### src/core/flash_host_pkg.sv
package flash_host_pkg;
    // =========================================
    // geometry
    localparam int ADDR_W = 18;
    localparam int DATA_W = 8;

    // =========================================
    // command bytes
    localparam logic [7:0] CMD_SET_READ = 8'h00;
    localparam logic [7:0] CMD_SIGNATURE = 8'h90;
    localparam logic [7:0] CMD_ERASE = 8'h20;
    localparam logic [7:0] CMD_ERASE_VERIFY = 8'hA0;
    localparam logic [7:0] CMD_PROGRAM = 8'h40;
    localparam logic [7:0] CMD_PROGRAM_VERIFY = 8'hC0;
    localparam logic [7:0] CMD_RESET = 8'hFF;
    localparam logic [7:0] ERASED_BYTE = 8'hFF;
    localparam logic [7:0] ZERO_BYTE = 8'h00;

    // =========================================
    // timing
    localparam int CLOCK_NS = 100;
    localparam int PROG_PULSE_NS = 10000;
    localparam int RECOVERY_NS = 6000;
    localparam int ERASE_PULSE_NS = 9500000;
    localparam int STROBE_CYCLES = 1;
    localparam int PROG_PULSE_CYC = (PROG_PULSE_NS + CLOCK_NS - 1) / CLOCK_NS;
    localparam int RECOVERY_CYC = (RECOVERY_NS + CLOCK_NS - 1) / CLOCK_NS;
    localparam int ERASE_PULSE_CYC = (ERASE_PULSE_NS + CLOCK_NS - 1) / CLOCK_NS;
    localparam int MAX_PROG_TRIES = 25;
    localparam int MAX_ERASE_TRIES = 1000;
    localparam int CNT_W = 24;
    localparam int TRY_W = 10;

    // =========================================
    // user operations
    typedef enum logic [2:0] {
        OP_READ = 3'h0,
        OP_PROGRAM = 3'h1,
        OP_ERASE = 3'h2,
        OP_SIGNATURE = 3'h3,
        OP_ABORT = 3'h4
    } op_e;

    typedef struct packed {
        op_e op;
        logic [ADDR_W-1:0] addr;
        logic [DATA_W-1:0] data;
    } req_s;

    typedef struct packed {
        logic chip_sel_n;
        logic out_drv_n;
        logic wr_strobe_n;
        logic [ADDR_W-1:0] addr;
        logic [DATA_W-1:0] dq_out;
        logic dq_oe;
    } pins_s;
endpackage

### src/core/flash_bus_cycle.sv
// one bus cycle on the flash pins: write or read, one clock phase per step
module flash_bus_cycle
    import flash_host_pkg::*;
(
    input wire logic clock,
    input wire logic sys_rst,
    input wire logic start,
    input wire logic is_write,
    input wire logic [flash_host_pkg::ADDR_W-1:0] addr,
    input wire logic [flash_host_pkg::DATA_W-1:0] wdata,
    input wire logic [flash_host_pkg::DATA_W-1:0] dq_in,
    output flash_host_pkg::pins_s pins,
    output logic [flash_host_pkg::DATA_W-1:0] rdata,
    output logic done
);
    import flash_host_pkg::*;

    // =========================================
    // phase sequencer
    typedef enum logic [3:0] {
        P_IDLE = 4'b0001,
        P_SETUP = 4'b0010,
        P_ACTIVE = 4'b0100,
        P_HOLD = 4'b1000
    } phase_e;

    phase_e phase_reg;
    phase_e phase_next;
    logic write_reg;
    pins_s pins_reg;
    logic [DATA_W-1:0] rdata_reg;

    wire active_phase = (phase_reg == P_ACTIVE);
    assign done = (phase_reg == P_HOLD);
    assign pins = pins_reg;
    assign rdata = rdata_reg;

    always_comb begin
        case (phase_reg)
            P_IDLE: phase_next = start ? P_SETUP : P_IDLE;
            P_SETUP: phase_next = P_ACTIVE;
            P_ACTIVE: phase_next = P_HOLD;
            P_HOLD: phase_next = P_IDLE;
            default: phase_next = P_IDLE;
        endcase
    end

    always_ff @(posedge clock or posedge sys_rst) begin
        if (sys_rst) begin
            phase_reg <= P_IDLE;
            write_reg <= 1'b0;
            rdata_reg <= '0;
            pins_reg <= '{1'b1, 1'b1, 1'b1, '0, '0, 1'b0};
        end else begin
            phase_reg <= phase_next;
            if (phase_reg == P_IDLE && start) begin
                write_reg <= is_write;
                pins_reg.addr <= addr;
                pins_reg.dq_out <= wdata;
                pins_reg.chip_sel_n <= 1'b0;
                pins_reg.dq_oe <= is_write;
            end
            // strobe low in setup->active; rising edge latches byte
            pins_reg.wr_strobe_n <= !(phase_next == P_ACTIVE && write_reg);
            pins_reg.out_drv_n <= !(phase_next == P_ACTIVE && !write_reg);
            if (active_phase && !write_reg) begin
                rdata_reg <= dq_in;
            end
            if (phase_reg == P_HOLD) begin
                pins_reg.chip_sel_n <= 1'b1;
                pins_reg.dq_oe <= 1'b0;
            end
        end
    end

    chk_read_no_drive: assert property (@(posedge clock) disable iff (sys_rst)
        !pins_reg.out_drv_n |-> !pins_reg.dq_oe && pins_reg.wr_strobe_n)
        else $error("host drives data during read");
    chk_strobe_width: assert property (@(posedge clock) disable iff (sys_rst)
        $fell(pins_reg.wr_strobe_n) |=> $rose(pins_reg.wr_strobe_n))
        else $error("write strobe width wrong");
endmodule // flash_bus_cycle

### src/core/flash_host.sv
// Function
// read: select and output-drive low, strobe high
// set-read command before array reads
// all 18 address lines carried to pins
// output-drive high floats device data bus
// commands need programming supply high
// command byte latched on strobe rise
// write cycles latch address and data
// device stop-timers end program and erase
// program pulse 10 us, recovery 6 us
// at most 25 program tries per byte
// all bytes zeroed before chip erase
// wait 6 us after program/erase write
// write may follow read immediately
// select high puts device in standby
// erase twice, erase-verify ends pulse
// program command then address and data
// two all-ones writes abort to read
// verify commands return location for compare
// signature: address 0 maker, 1 device
module flash_host
    import flash_host_pkg::*;
#(
    parameter int PROG_WAIT = flash_host_pkg::PROG_PULSE_CYC,
    parameter int RECOVER_WAIT = flash_host_pkg::RECOVERY_CYC,
    parameter int ERASE_WAIT = flash_host_pkg::ERASE_PULSE_CYC,
    parameter int LAST_ADDR = (1 << flash_host_pkg::ADDR_W) - 1
) (
    input wire logic clock,
    input wire logic sys_rst,
    input wire logic req_valid,
    output logic req_ready,
    input flash_host_pkg::req_s req,
    output logic resp_valid,
    output logic [flash_host_pkg::DATA_W-1:0] resp_data,
    output logic resp_fail,
    input wire logic program_supply_high,
    output logic supply_enable,
    output logic chip_sel_n,
    output logic out_drv_n,
    output logic wr_strobe_n,
    output logic [flash_host_pkg::ADDR_W-1:0] addr_out,
    input wire logic [flash_host_pkg::DATA_W-1:0] dq_in,
    output logic [flash_host_pkg::DATA_W-1:0] dq_out,
    output logic dq_oe
);
    import flash_host_pkg::*;

    // =========================================
    // sequencer states
    typedef enum logic [11:0] {
        S_IDLE = 12'h001,
        S_SUPPLY = 12'h002,
        S_CMD1 = 12'h004,
        S_CMD2 = 12'h008,
        S_PULSE = 12'h010,
        S_VCMD = 12'h020,
        S_RECOVER = 12'h040,
        S_VREAD = 12'h080,
        S_CHECK = 12'h100,
        S_READ = 12'h200,
        S_DONE = 12'h400,
        S_ZERO = 12'h800
    } state_e;

    state_e state_reg;
    state_e state_next;
    req_s req_reg;
    logic [CNT_W-1:0] wait_reg;
    logic [TRY_W-1:0] tries_reg;
    logic [ADDR_W-1:0] walk_reg;
    logic erase_phase_reg;
    logic [DATA_W-1:0] resp_data_reg;
    logic resp_fail_reg;
    logic [CNT_W-1:0] stay_reg;
    logic cycle_start;
    logic cycle_write;
    logic [ADDR_W-1:0] cycle_addr;
    logic [DATA_W-1:0] cycle_data;
    logic [DATA_W-1:0] cycle_rdata;
    logic cycle_done;
    pins_s pins;

    flash_bus_cycle u_cycle (
        .clock(clock),
        .sys_rst(sys_rst),
        .start(cycle_start),
        .is_write(cycle_write),
        .addr(cycle_addr),
        .wdata(cycle_data),
        .dq_in(dq_in),
        .pins(pins),
        .rdata(cycle_rdata),
        .done(cycle_done)
    );

    // =========================================
    // pin outputs
    assign chip_sel_n = pins.chip_sel_n;
    assign out_drv_n = pins.out_drv_n;
    assign wr_strobe_n = pins.wr_strobe_n;
    assign addr_out = pins.addr;
    assign dq_out = pins.dq_out;
    assign dq_oe = pins.dq_oe;
    assign resp_data = resp_data_reg;
    assign resp_fail = resp_fail_reg;

    // =========================================
    // decode
    wire is_prog = (req_reg.op == OP_PROGRAM);
    wire is_erase = (req_reg.op == OP_ERASE);
    wire is_sig = (req_reg.op == OP_SIGNATURE);
    wire is_abort = (req_reg.op == OP_ABORT);
    wire zeroing = is_erase && !erase_phase_reg;
    wire in_cycle = (state_reg == S_CMD1) || (state_reg == S_CMD2) ||
        (state_reg == S_VCMD) || (state_reg == S_VREAD) || (state_reg == S_READ) ||
        (state_reg == S_ZERO);
    wire wait_done = (wait_reg == '0);
    wire [DATA_W-1:0] expect_byte = zeroing ? ZERO_BYTE : (is_prog ? req_reg.data : ERASED_BYTE);
    wire verify_ok = (cycle_rdata == expect_byte);
    wire try_limit = is_prog || zeroing ? (tries_reg >= TRY_W'(MAX_PROG_TRIES))
        : (tries_reg >= TRY_W'(MAX_ERASE_TRIES));
    wire last_byte = (walk_reg == ADDR_W'(LAST_ADDR));
    wire [ADDR_W-1:0] op_addr = is_erase ? walk_reg : req_reg.addr;
    wire needs_supply = !(req_reg.op == OP_READ);

    assign req_ready = (state_reg == S_IDLE);
    assign supply_enable = (state_reg != S_IDLE) && needs_supply;
    assign cycle_start = in_cycle && !cycle_done;

    // command/address/data per state
    always_comb begin
        cycle_write = 1'b1;
        cycle_addr = op_addr;
        cycle_data = CMD_SET_READ;
        case (state_reg)
            S_CMD1: begin
                if (is_abort) cycle_data = CMD_RESET;
                else if (is_sig) cycle_data = CMD_SIGNATURE;
                else if (is_erase && erase_phase_reg) cycle_data = CMD_ERASE;
                else if (is_prog || zeroing) cycle_data = CMD_PROGRAM;
                else cycle_data = CMD_SET_READ;
            end
            S_CMD2: cycle_data = is_abort ? CMD_RESET : CMD_ERASE;
            S_ZERO: cycle_data = ZERO_BYTE;
            S_PULSE: cycle_data = req_reg.data;
            S_VCMD: cycle_data = (is_erase && erase_phase_reg) ? CMD_ERASE_VERIFY
                : CMD_PROGRAM_VERIFY;
            S_VREAD, S_READ: cycle_write = 1'b0;
            default: cycle_data = CMD_SET_READ;
        endcase
        if (state_reg == S_CMD2 && !is_abort && !is_erase) cycle_data = req_reg.data;
    end

    always_comb begin
        state_next = state_reg;
        case (state_reg)
            S_IDLE: if (req_valid) state_next = S_SUPPLY;
            S_SUPPLY: begin
                if (req_reg.op == OP_READ && !program_supply_high) state_next = S_READ;
                else if (program_supply_high) state_next = S_CMD1;
            end
            S_CMD1: if (cycle_done) begin
                if (is_abort || (is_erase && erase_phase_reg)) state_next = S_CMD2;
                else if (is_prog) state_next = S_CMD2;
                else if (zeroing) state_next = S_ZERO;
                else state_next = S_READ;
            end
            S_CMD2: if (cycle_done) state_next = is_abort ? S_DONE : S_PULSE;
            S_ZERO: if (cycle_done) state_next = S_PULSE;
            S_PULSE: if (wait_done) state_next = S_VCMD;
            S_VCMD: if (cycle_done) state_next = S_RECOVER;
            S_RECOVER: if (wait_done) state_next = S_VREAD;
            S_VREAD: if (cycle_done) state_next = S_CHECK;
            S_CHECK: begin
                if (verify_ok && is_erase && !(erase_phase_reg && !last_byte) &&
                    !(!erase_phase_reg && !last_byte)) state_next = S_CMD1;
                else if (verify_ok && is_erase) state_next = S_VCMD;
                else if (verify_ok) state_next = S_DONE;
                else if (try_limit) state_next = S_DONE;
                else state_next = S_CMD1;
                if (verify_ok && is_erase && erase_phase_reg && last_byte) state_next = S_DONE;
                if (verify_ok && zeroing && !last_byte) state_next = S_CMD1;
            end
            S_READ: if (cycle_done) state_next = S_DONE;
            S_DONE: state_next = S_IDLE;
            default: state_next = S_IDLE;
        endcase
    end

    always_ff @(posedge clock or posedge sys_rst) begin
        if (sys_rst) begin
            state_reg <= S_IDLE;
            req_reg <= '{OP_READ, '0, '0};
            wait_reg <= '0;
            tries_reg <= '0;
            walk_reg <= '0;
            erase_phase_reg <= 1'b0;
            resp_data_reg <= '0;
            resp_fail_reg <= 1'b0;
            resp_valid <= 1'b0;
        end else begin
            state_reg <= state_next;
            resp_valid <= (state_next == S_DONE);
            if (state_reg == S_IDLE && req_valid) begin
                req_reg <= req;
                tries_reg <= '0;
                walk_reg <= '0;
                erase_phase_reg <= 1'b0;
                resp_fail_reg <= 1'b0;
            end
            if ((state_next == S_PULSE) && (state_reg != S_PULSE)) begin
                wait_reg <= CNT_W'(is_erase && erase_phase_reg ? ERASE_WAIT : PROG_WAIT);
                tries_reg <= tries_reg + TRY_W'(1);
            end else if (state_next == S_RECOVER && state_reg != S_RECOVER) begin
                wait_reg <= CNT_W'(RECOVER_WAIT);
            end else if (!wait_done) begin
                wait_reg <= wait_reg - CNT_W'(1);
            end
            if (state_reg == S_VREAD && cycle_done) resp_data_reg <= cycle_rdata;
            if (state_reg == S_READ && cycle_done) resp_data_reg <= cycle_rdata;
            if (state_reg == S_CHECK) begin
                if (!verify_ok && try_limit) resp_fail_reg <= 1'b1;
                if (verify_ok && is_erase) begin
                    if (last_byte && !erase_phase_reg) begin
                        erase_phase_reg <= 1'b1;
                        walk_reg <= '0;
                        tries_reg <= '0;
                    end else if (!last_byte) begin
                        walk_reg <= walk_reg + ADDR_W'(1);
                        if (!erase_phase_reg) tries_reg <= '0;
                    end
                end
            end
        end
    end

    // cycles spent in the current state, for the timing checks
    always_ff @(posedge clock or posedge sys_rst) begin
        if (sys_rst) begin
            stay_reg <= '0;
        end else if (state_next != state_reg) begin
            stay_reg <= '0;
        end else begin
            stay_reg <= stay_reg + CNT_W'(1);
        end
    end

    // =========================================
    // checks
    chk_pulse_length: assert property (@(posedge clock) disable iff (sys_rst)
        (state_reg == S_PULSE && state_next != S_PULSE) |->
        stay_reg >= CNT_W'(is_erase && erase_phase_reg ? ERASE_WAIT : PROG_WAIT))
        else $error("pulse cut short");
    chk_recover_wait: assert property (@(posedge clock) disable iff (sys_rst)
        (state_reg == S_RECOVER && state_next != S_RECOVER) |->
        stay_reg >= CNT_W'(RECOVER_WAIT))
        else $error("read before recovery");
    chk_supply_gate: assert property (@(posedge clock) disable iff (sys_rst)
        (state_reg == S_CMD1 && $past(state_reg) == S_SUPPLY) |-> $past(program_supply_high))
        else $error("command written without supply");
    chk_try_bound: assert property (@(posedge clock) disable iff (sys_rst)
        (is_prog && state_reg == S_PULSE) |-> tries_reg <= TRY_W'(MAX_PROG_TRIES))
        else $error("too many program tries");
endmodule // flash_host

### config.mk
export PLATFORM = sky130hd
export DESIGN_NAME = flash_host
export DESIGN_NICKNAME = d
export VERILOG_FILES = /design/src/core/flash_host_pkg.sv /design/src/core/flash_bus_cycle.sv /design/src/core/flash_host.sv
export SDC_FILE = /design/constraint.sdc
export NUM_CORES = 1
export LEC_CHECK = 0
export ABC_AREA = 1
export BUFFER_PORTS_ARGS = -buffer_cell sky130_fd_sc_hd__buf_2
export CORE_UTILIZATION = 40
export DETAILED_ROUTE_END_ITERATION = 7
export PLACE_DENSITY = 0.57
export SLEW_MARGIN = 20
export SYNTH_ARGS = -nofsm -noshare
export SYNTH_HDL_FRONTEND = slang
export SYNTH_SLANG_ARGS = --single-unit
### constraint.sdc
create_clock -name clock -period 4.25 [get_ports clock]
set_input_delay 0 -clock clock [delete_from_list [all_inputs] [get_ports clock]]
set_output_delay 0 -clock clock [all_outputs]
set_load 0.02 [all_outputs]
Word-level counts from Yosys, hierarchy flattened:

Index checks and enable logic that the tools add are counted.
W data, S select, Z words.

* input bits: 41
* bits in registers: 147
* word-level logic and storage cells: 172
* output and inout port bits: 42

* multiplexer cells: 66
* $lt $le $gt $ge: 2
* $add $sub $neg: 3
* equality and inequality tests: 29
* reduce and logical (&&, ||, !) cells: 52

Operators by type and width (number)
* $mux W12: 16
* $pmux W12 S11: 1
* $mux W18: 6
* $mux W24: 3
* $mux W10: 7
* $mux W8: 8
* $mux W11: 5
* $pmux W8 S4: 1
* $logic_and A1 B1 Y1: 27
* $eq A12 B5 Y1 const B: 2
* $eq A12 B7 Y1 const B: 2
* $logic_not A24 Y1: 1
* $sub A24 B1 Y24 const B: 1
* $mux W7: 3
* $add A18 B1 Y18 const B: 1
* $eq A18 B18 Y1 const B: 1
* $mux W17: 1
* $logic_not A1 Y1: 13
* $mux W1: 13
* $eq A12 B1 Y1 const B: 1
* $eq A12 B10 Y1 const B: 1
* $eq A12 B11 Y1 const B: 1
* $eq A12 B12 Y1 const B: 1
* $eq A12 B2 Y1 const B: 1
* 26 further kinds: 35

Depth between registers and ports, before layout:

* depth in word-level cells: 19
* gate-level depth with buffers: 17
* gate-level depth less buffers: 15

Cells and area by module:

From an unflattened synthesis, not the netlist that was laid out.

* cell total of the unflattened synthesis: 1181
* area, all modules: 8425.6 um^2

By module, submodules not included
* flash_host: instances 1, cells an instance 997, area each 6693.9 um^2, sequential area each 2603.7 um^2
* flash_bus_cycle: instances 1, cells an instance 184, area each 1731.7 um^2, sequential area each 1081.0 um^2

Least setup slack after synthesis:

OpenSTA, ideal clock, no wires.

* kind: register -> register
* start: register walk_reg[0]
* end: register walk_reg[10]
* clock period less this slack: 1.948 ns
* setup slack: 2.302 ns
* data arrival time: 1.832 ns
* data required time: 4.133 ns
* cell stages (with the launch flop): 15
* buffers on the path: 2
* library setup time: 0.117 ns
* path through: dfrtp_1 -> ha_1 -> nand3_1 -> inv_2 -> nand2_2 -> nor2_2 -> nand3_1 -> buf_2 -> nor2_4 -> buf_6 -> a21oi_1 -> nand2_1 -> nand2_1 -> nand2_1 -> nand2_1

* longest elaborated chain between the ends: 5
* elaborated cells between the ends (all ways): 7
* those cells by class: add/sub: 1; eq/ne: 1; mux: 4; reduce/logical: 1

Ends and longest elaborated chain
* start, declared: line flash_host.sv:71 `logic [ADDR_W-1:0] walk_reg;`
* start signal, assigned: line flash_host.sv:230 `walk_reg <= walk_reg + ADDR_W'(1);`
* $add A18 B1 Y18 / $eq A18 B18 Y1 (equally long branches): line flash_host.sv:230, flash_host.sv:123
* $mux W18 / $logic_and A1 B1 Y1 (equally long branches): line flash_host.sv:229, flash_host.sv:225
* $mux W18 *: line flash_host.sv:225 `if (last_byte && !erase_phase_reg) begin`
* $mux W18 *: line flash_host.sv:224 `if (verify_ok && is_erase) begin`
* $mux W18 *: line flash_host.sv:222 `if (state_reg == S_CHECK) begin`

Mark *: on every way between the ends. The rest lies on a longest branch, timed or not.
A chain may end at the register's enable or synchronous reset.

Worst setup path in the final report:

* start: register state_reg[6]
* end: register wait_reg[2]

* longest elaborated chain between the ends: 7
* elaborated cells between the ends (all ways): 32
* those cells by class: eq/ne: 16; mux: 14; reduce/logical: 2

Ends and longest elaborated chain
* start, declared: line flash_host.sv:66 `state_e state_reg;`
* start signal, assigned: line flash_host.sv:203 `state_reg <= state_next;`
* parallel branches: the longest is 7 deep, another holds $mux W24
* end signal, assigned: line flash_host.sv:213 `wait_reg <= CNT_W'(is_erase && erase_phase_reg ? ERASE_WAIT : PROG_WAIT);`
* end signal, assigned: line flash_host.sv:216 `wait_reg <= CNT_W'(RECOVER_WAIT);`
* end signal, assigned: line flash_host.sv:218 `wait_reg <= wait_reg - CNT_W'(1);`
* end, declared: line flash_host.sv:69 `logic [CNT_W-1:0] wait_reg;`

Parallel ways; which one is timed is not known.

==> results.ini <==
[status]
status = finished, final reports clean

[global_routing]
grt_max_degree = 71
grt_pass1_wl_mm = 36.8
grt.total_usage = 0.214
grt_antenna_before_repair = 0
grt_pass1_vias = 7190
grt_overflow = 0

[clocking]
insertion_delay_ns = 0.42
numCtsBuffers = 17
cts_setup_buffers = 0
max-clock-path-buffers = 2
root_buffer = clkbuf_16
cts_sinks = 147
cts_tree = done
htree_levels = 4
clkTransAtPathRegs_ns = 0.06

[setup_path]
critPathLaunchType = flip-flop
cp.required_ns = 4.55
cp_max_fo = 26
crit_chain = nor2_1, nand2_1, nor2_1, nand2_1, a21boi_1, nand2_2, inv_2, nand2_1, o31ai_1, nor2_1
path_class = flip-flop to flip-flop
endpoint_kind = flip-flop
cp_slowest_stage_delay_ns = 0.46
arrival_ns = 3.04
timing.critical_path.buf_inv = 1
crit_family = simple AND/OR/NAND/NOR gates
cp_slowest_cell = inv_2

[die]
die_w_um = 147
start_util = 0.411
design.portCount = 83
row_count = 52
die_h_um = 147
fp.coreArea_um2 = 20400
die-area_um2 = 21600

[power]
p_int_uw = 3320
ir_drop_uv = 276
power.leakage_uw = 0.00541
seq_power_share = 0.372
switching_power_uw = 1760
p_clk_frac = 0.333
p_comb_frac = 0.295
powerDensity_nw_per_um2 = 505
switching_share = 0.346

[placement]
pre_cts_slack_ns = 1.53
dp_hpwl_mm = 15.5
gp_congestion = 0.861
portBuffers = 82

[sta]
max_clock_freq_mhz = 364
skew_ns = 0.0109
fin_ws_ns = 1.51
drv_slew = 0
min_period_ns = 2.74
max_slew_margin = 0.476
worst_slew_pin_slew_ns = 0.783
rsz0062_at_grt = false
setup_viol = 0
timing.setup.tns_ns = 0
fin_crit_sh = 0.646
hold_viol_final = 0

[cells_and_area]
utilization = 0.491
nets = 1268
largest_reg_flops = 30
syn_to_final_growth_pct = 19.6
drive_above_1_share = 0.152
diodes = 0

[route]
route.detailed.drc = 0
initialDrtViolationCount = 486
dr_total_vias = 7536
wirelength_mm = 22.1
wire_per_inst_um = 14.7
ant_nets = 0
drtPass1Iterations = 6
avgViaCountPerCell = 5.01

[synthesis]
syn-instance-count = 1111
ys_types = 38
ys_seq_elements = 147
avgSynthCellArea_um2 = 7.55
ys.warnings.count = 0
seq_area_frac_synth = 0.439
syn-num-nets = 1159
synth.cell_area_um2 = 8390

[min_path]
hold_class = primary input to asynchronous set/reset pin

[flow_run]
cap_violations = 0

[through the flow]
| stage | hold WS, ns | cell area (um2) | power [uW] | cells |
|---|---|---|---|---|
| 2_1_floorplan | 0.143 | 8390 | 2940 | 1111 |
| 3_5_place_dp | 0.136 | 8980 | 3380 | 1431 |
| 6_report | 0.201 | 10000 | 5070 | 1503 |
| 4_1_cts | 0.228 | 10000 | 5120 | 1503 |
| 5_1_grt | 0.268 | 10000 | 5370 | 1503 |
| 3_3_place_gp | 0.130 | 8980 | 3360 | 1431 |
[repair_timing]
action | in CTS | in global routing
setup endpoints to repair | 0 | 0
hold endpoints to repair | 106 | 0
hold buffers | 40 | 0
gates resized for setup | 0 | 0
[power by group through the flow]
stage	Combinational (uW)	Clock (uW)	Sequential (uW)
6_report	1500	1690	1890
2_1_floorplan	940	0	2000
3_5_place_dp	1480	0	1900
3_3_place_gp	1460	0	1900
4_1_cts	1510	1720	1890
5_1_grt	1660	1780	1930
[kinds of logic (layout without fill, tap and decap cells)]
family | Yosys count | after routing | share of synthesized area
AND/OR/NAND/NOR | 612 | 612 | 0.316
flip-flops | 147 | 147 | 0.439
buffers and inverters | 144 | 266 | 0.0720
AO/OA/AOI/OAI | 134 | 134 | 0.0839
multiplexers | 35 | 35 | 0.0455
XOR/XNOR | 32 | 32 | 0.0334
adder cells (fa/ha/maj) | 7 | 7 | 0.0104
[cells in the final DEF (no fill, tap or decap), drive strengths merged, types with 2 or more instances in the layout]
cell	synthesis	layout
nand3	68	68
mux2i	10	10
inv	107	112
dfstp	5	5
a22oi	4	4
nor2	130	130
dfrtp	142	142
mux2	25	25
a21oi	61	61
buf	20	87
o31ai	2	2
nor4	13	13
clkinv	0	3
xor2	23	23
or2	3	3
clkbuf	17	18
nand2	346	346
ha	7	7
o211ai	3	3
nor3	24	24
nand4	18	18
dlygate4sd3	0	40
nand3b	9	9
xnor2	9	9
bufinv	0	5
o21ai	60	60
[cell type report]
type / count / area, um2
Sequential cell: 147 / 3680
Inverter: 107 / 407
Fill cell: 2042 / 10400
Multi-Input combinational cell: 820 / 4110
Clock buffer: 18 / 429
Timing Repair Buffer: 127 / 848
Tap cell: 270 / 338
Clock inverter: 14 / 224
[routing by layer]
layer / vias to the layer above / share of wire / GRT usage
met4: 0 / 0.011 / 0.0620
met3: 15 / 0.034 / 0.0304
li1: 3801 / - / -
met1: 3584 / 0.52 / 0.318
met2: 136 / 0.44 / 0.323
met5: - / 0 / 0
[worst reg2reg max path, delay by kind of cell, from the launching register on]
family / cells / cell delay, ns
AND/OR/NAND/NOR: 7 / 1.40
buffers and inverters: 1 / 0.46
flip-flops: 1 / 0.42
AO/OA/AOI/OAI: 2 / 0.35
[synthesized netlist by cell type]
master	number	area, um2
a21boi_1	1	7.51
a21oi_1	61	305
a22oi_1	4	30.0
a31oi_1	1	6.26
and3_1	1	6.26
buf_2	12	60.1
buf_4	3	22.5
buf_6	5	56.3
clkbuf_1	17	63.8
dfrtp_1	142	3550
dfstp_2	5	131
ha_1	7	87.6
inv_1	101	379
inv_2	6	22.5
mux2_2	25	282
mux2i_1	10	100
nand2_1	333	1250
nand2_2	13	81.3
nand3_1	66	330
nand3_2	2	20.0
nand3b_1	9	67.6
nand4_1	17	106
nand4_2	1	12.5
nor2_1	117	439
nor2_2	8	50.1
nor2_4	4	45.0
nor2_8	1	20.0
nor3_1	24	120
nor4_1	13	81.3
o211ai_1	3	22.5
o21ai_0	59	295
o21ai_1	1	5.00
o311ai_0	1	8.76
o31ai_1	2	15.0
o32ai_1	1	8.76
or2_2	3	18.8
xnor2_1	9	78.8
xor2_1	23	201
[final timing paths]
| path | startpoint | to | slack (ns) | depth (start not counted) |
|---|---|---|---|---|
| worst max-delay path | state_reg[6]$_DFF_PP0_ | wait_reg[2]$_DFFE_PP0P_ | 1.51 | 10 |
| worst min-delay path | sys_rst | wait_reg[18]$_DFFE_PP0P_ | 0.20 | 3 |
| worst max register to register | state_reg[6]$_DFF_PP0_ | wait_reg[2]$_DFFE_PP0P_ | 1.51 | 10 |
| worst min register to register | u_cycle.write_reg$_DFFE_PP0P_ | u_cycle.pins[27]$_DFF_PP1_ | 0.39 | 1 |
| max in group asynchronous | sys_rst | u_cycle.pins[29]$_DFFE_PP1P_ | 3.05 | 4 |
| min in group clock | req[23] | req_reg[23]$_DFFE_PP0P_ | 0.33 | 3 |
(Power assumes the default switching activity.)
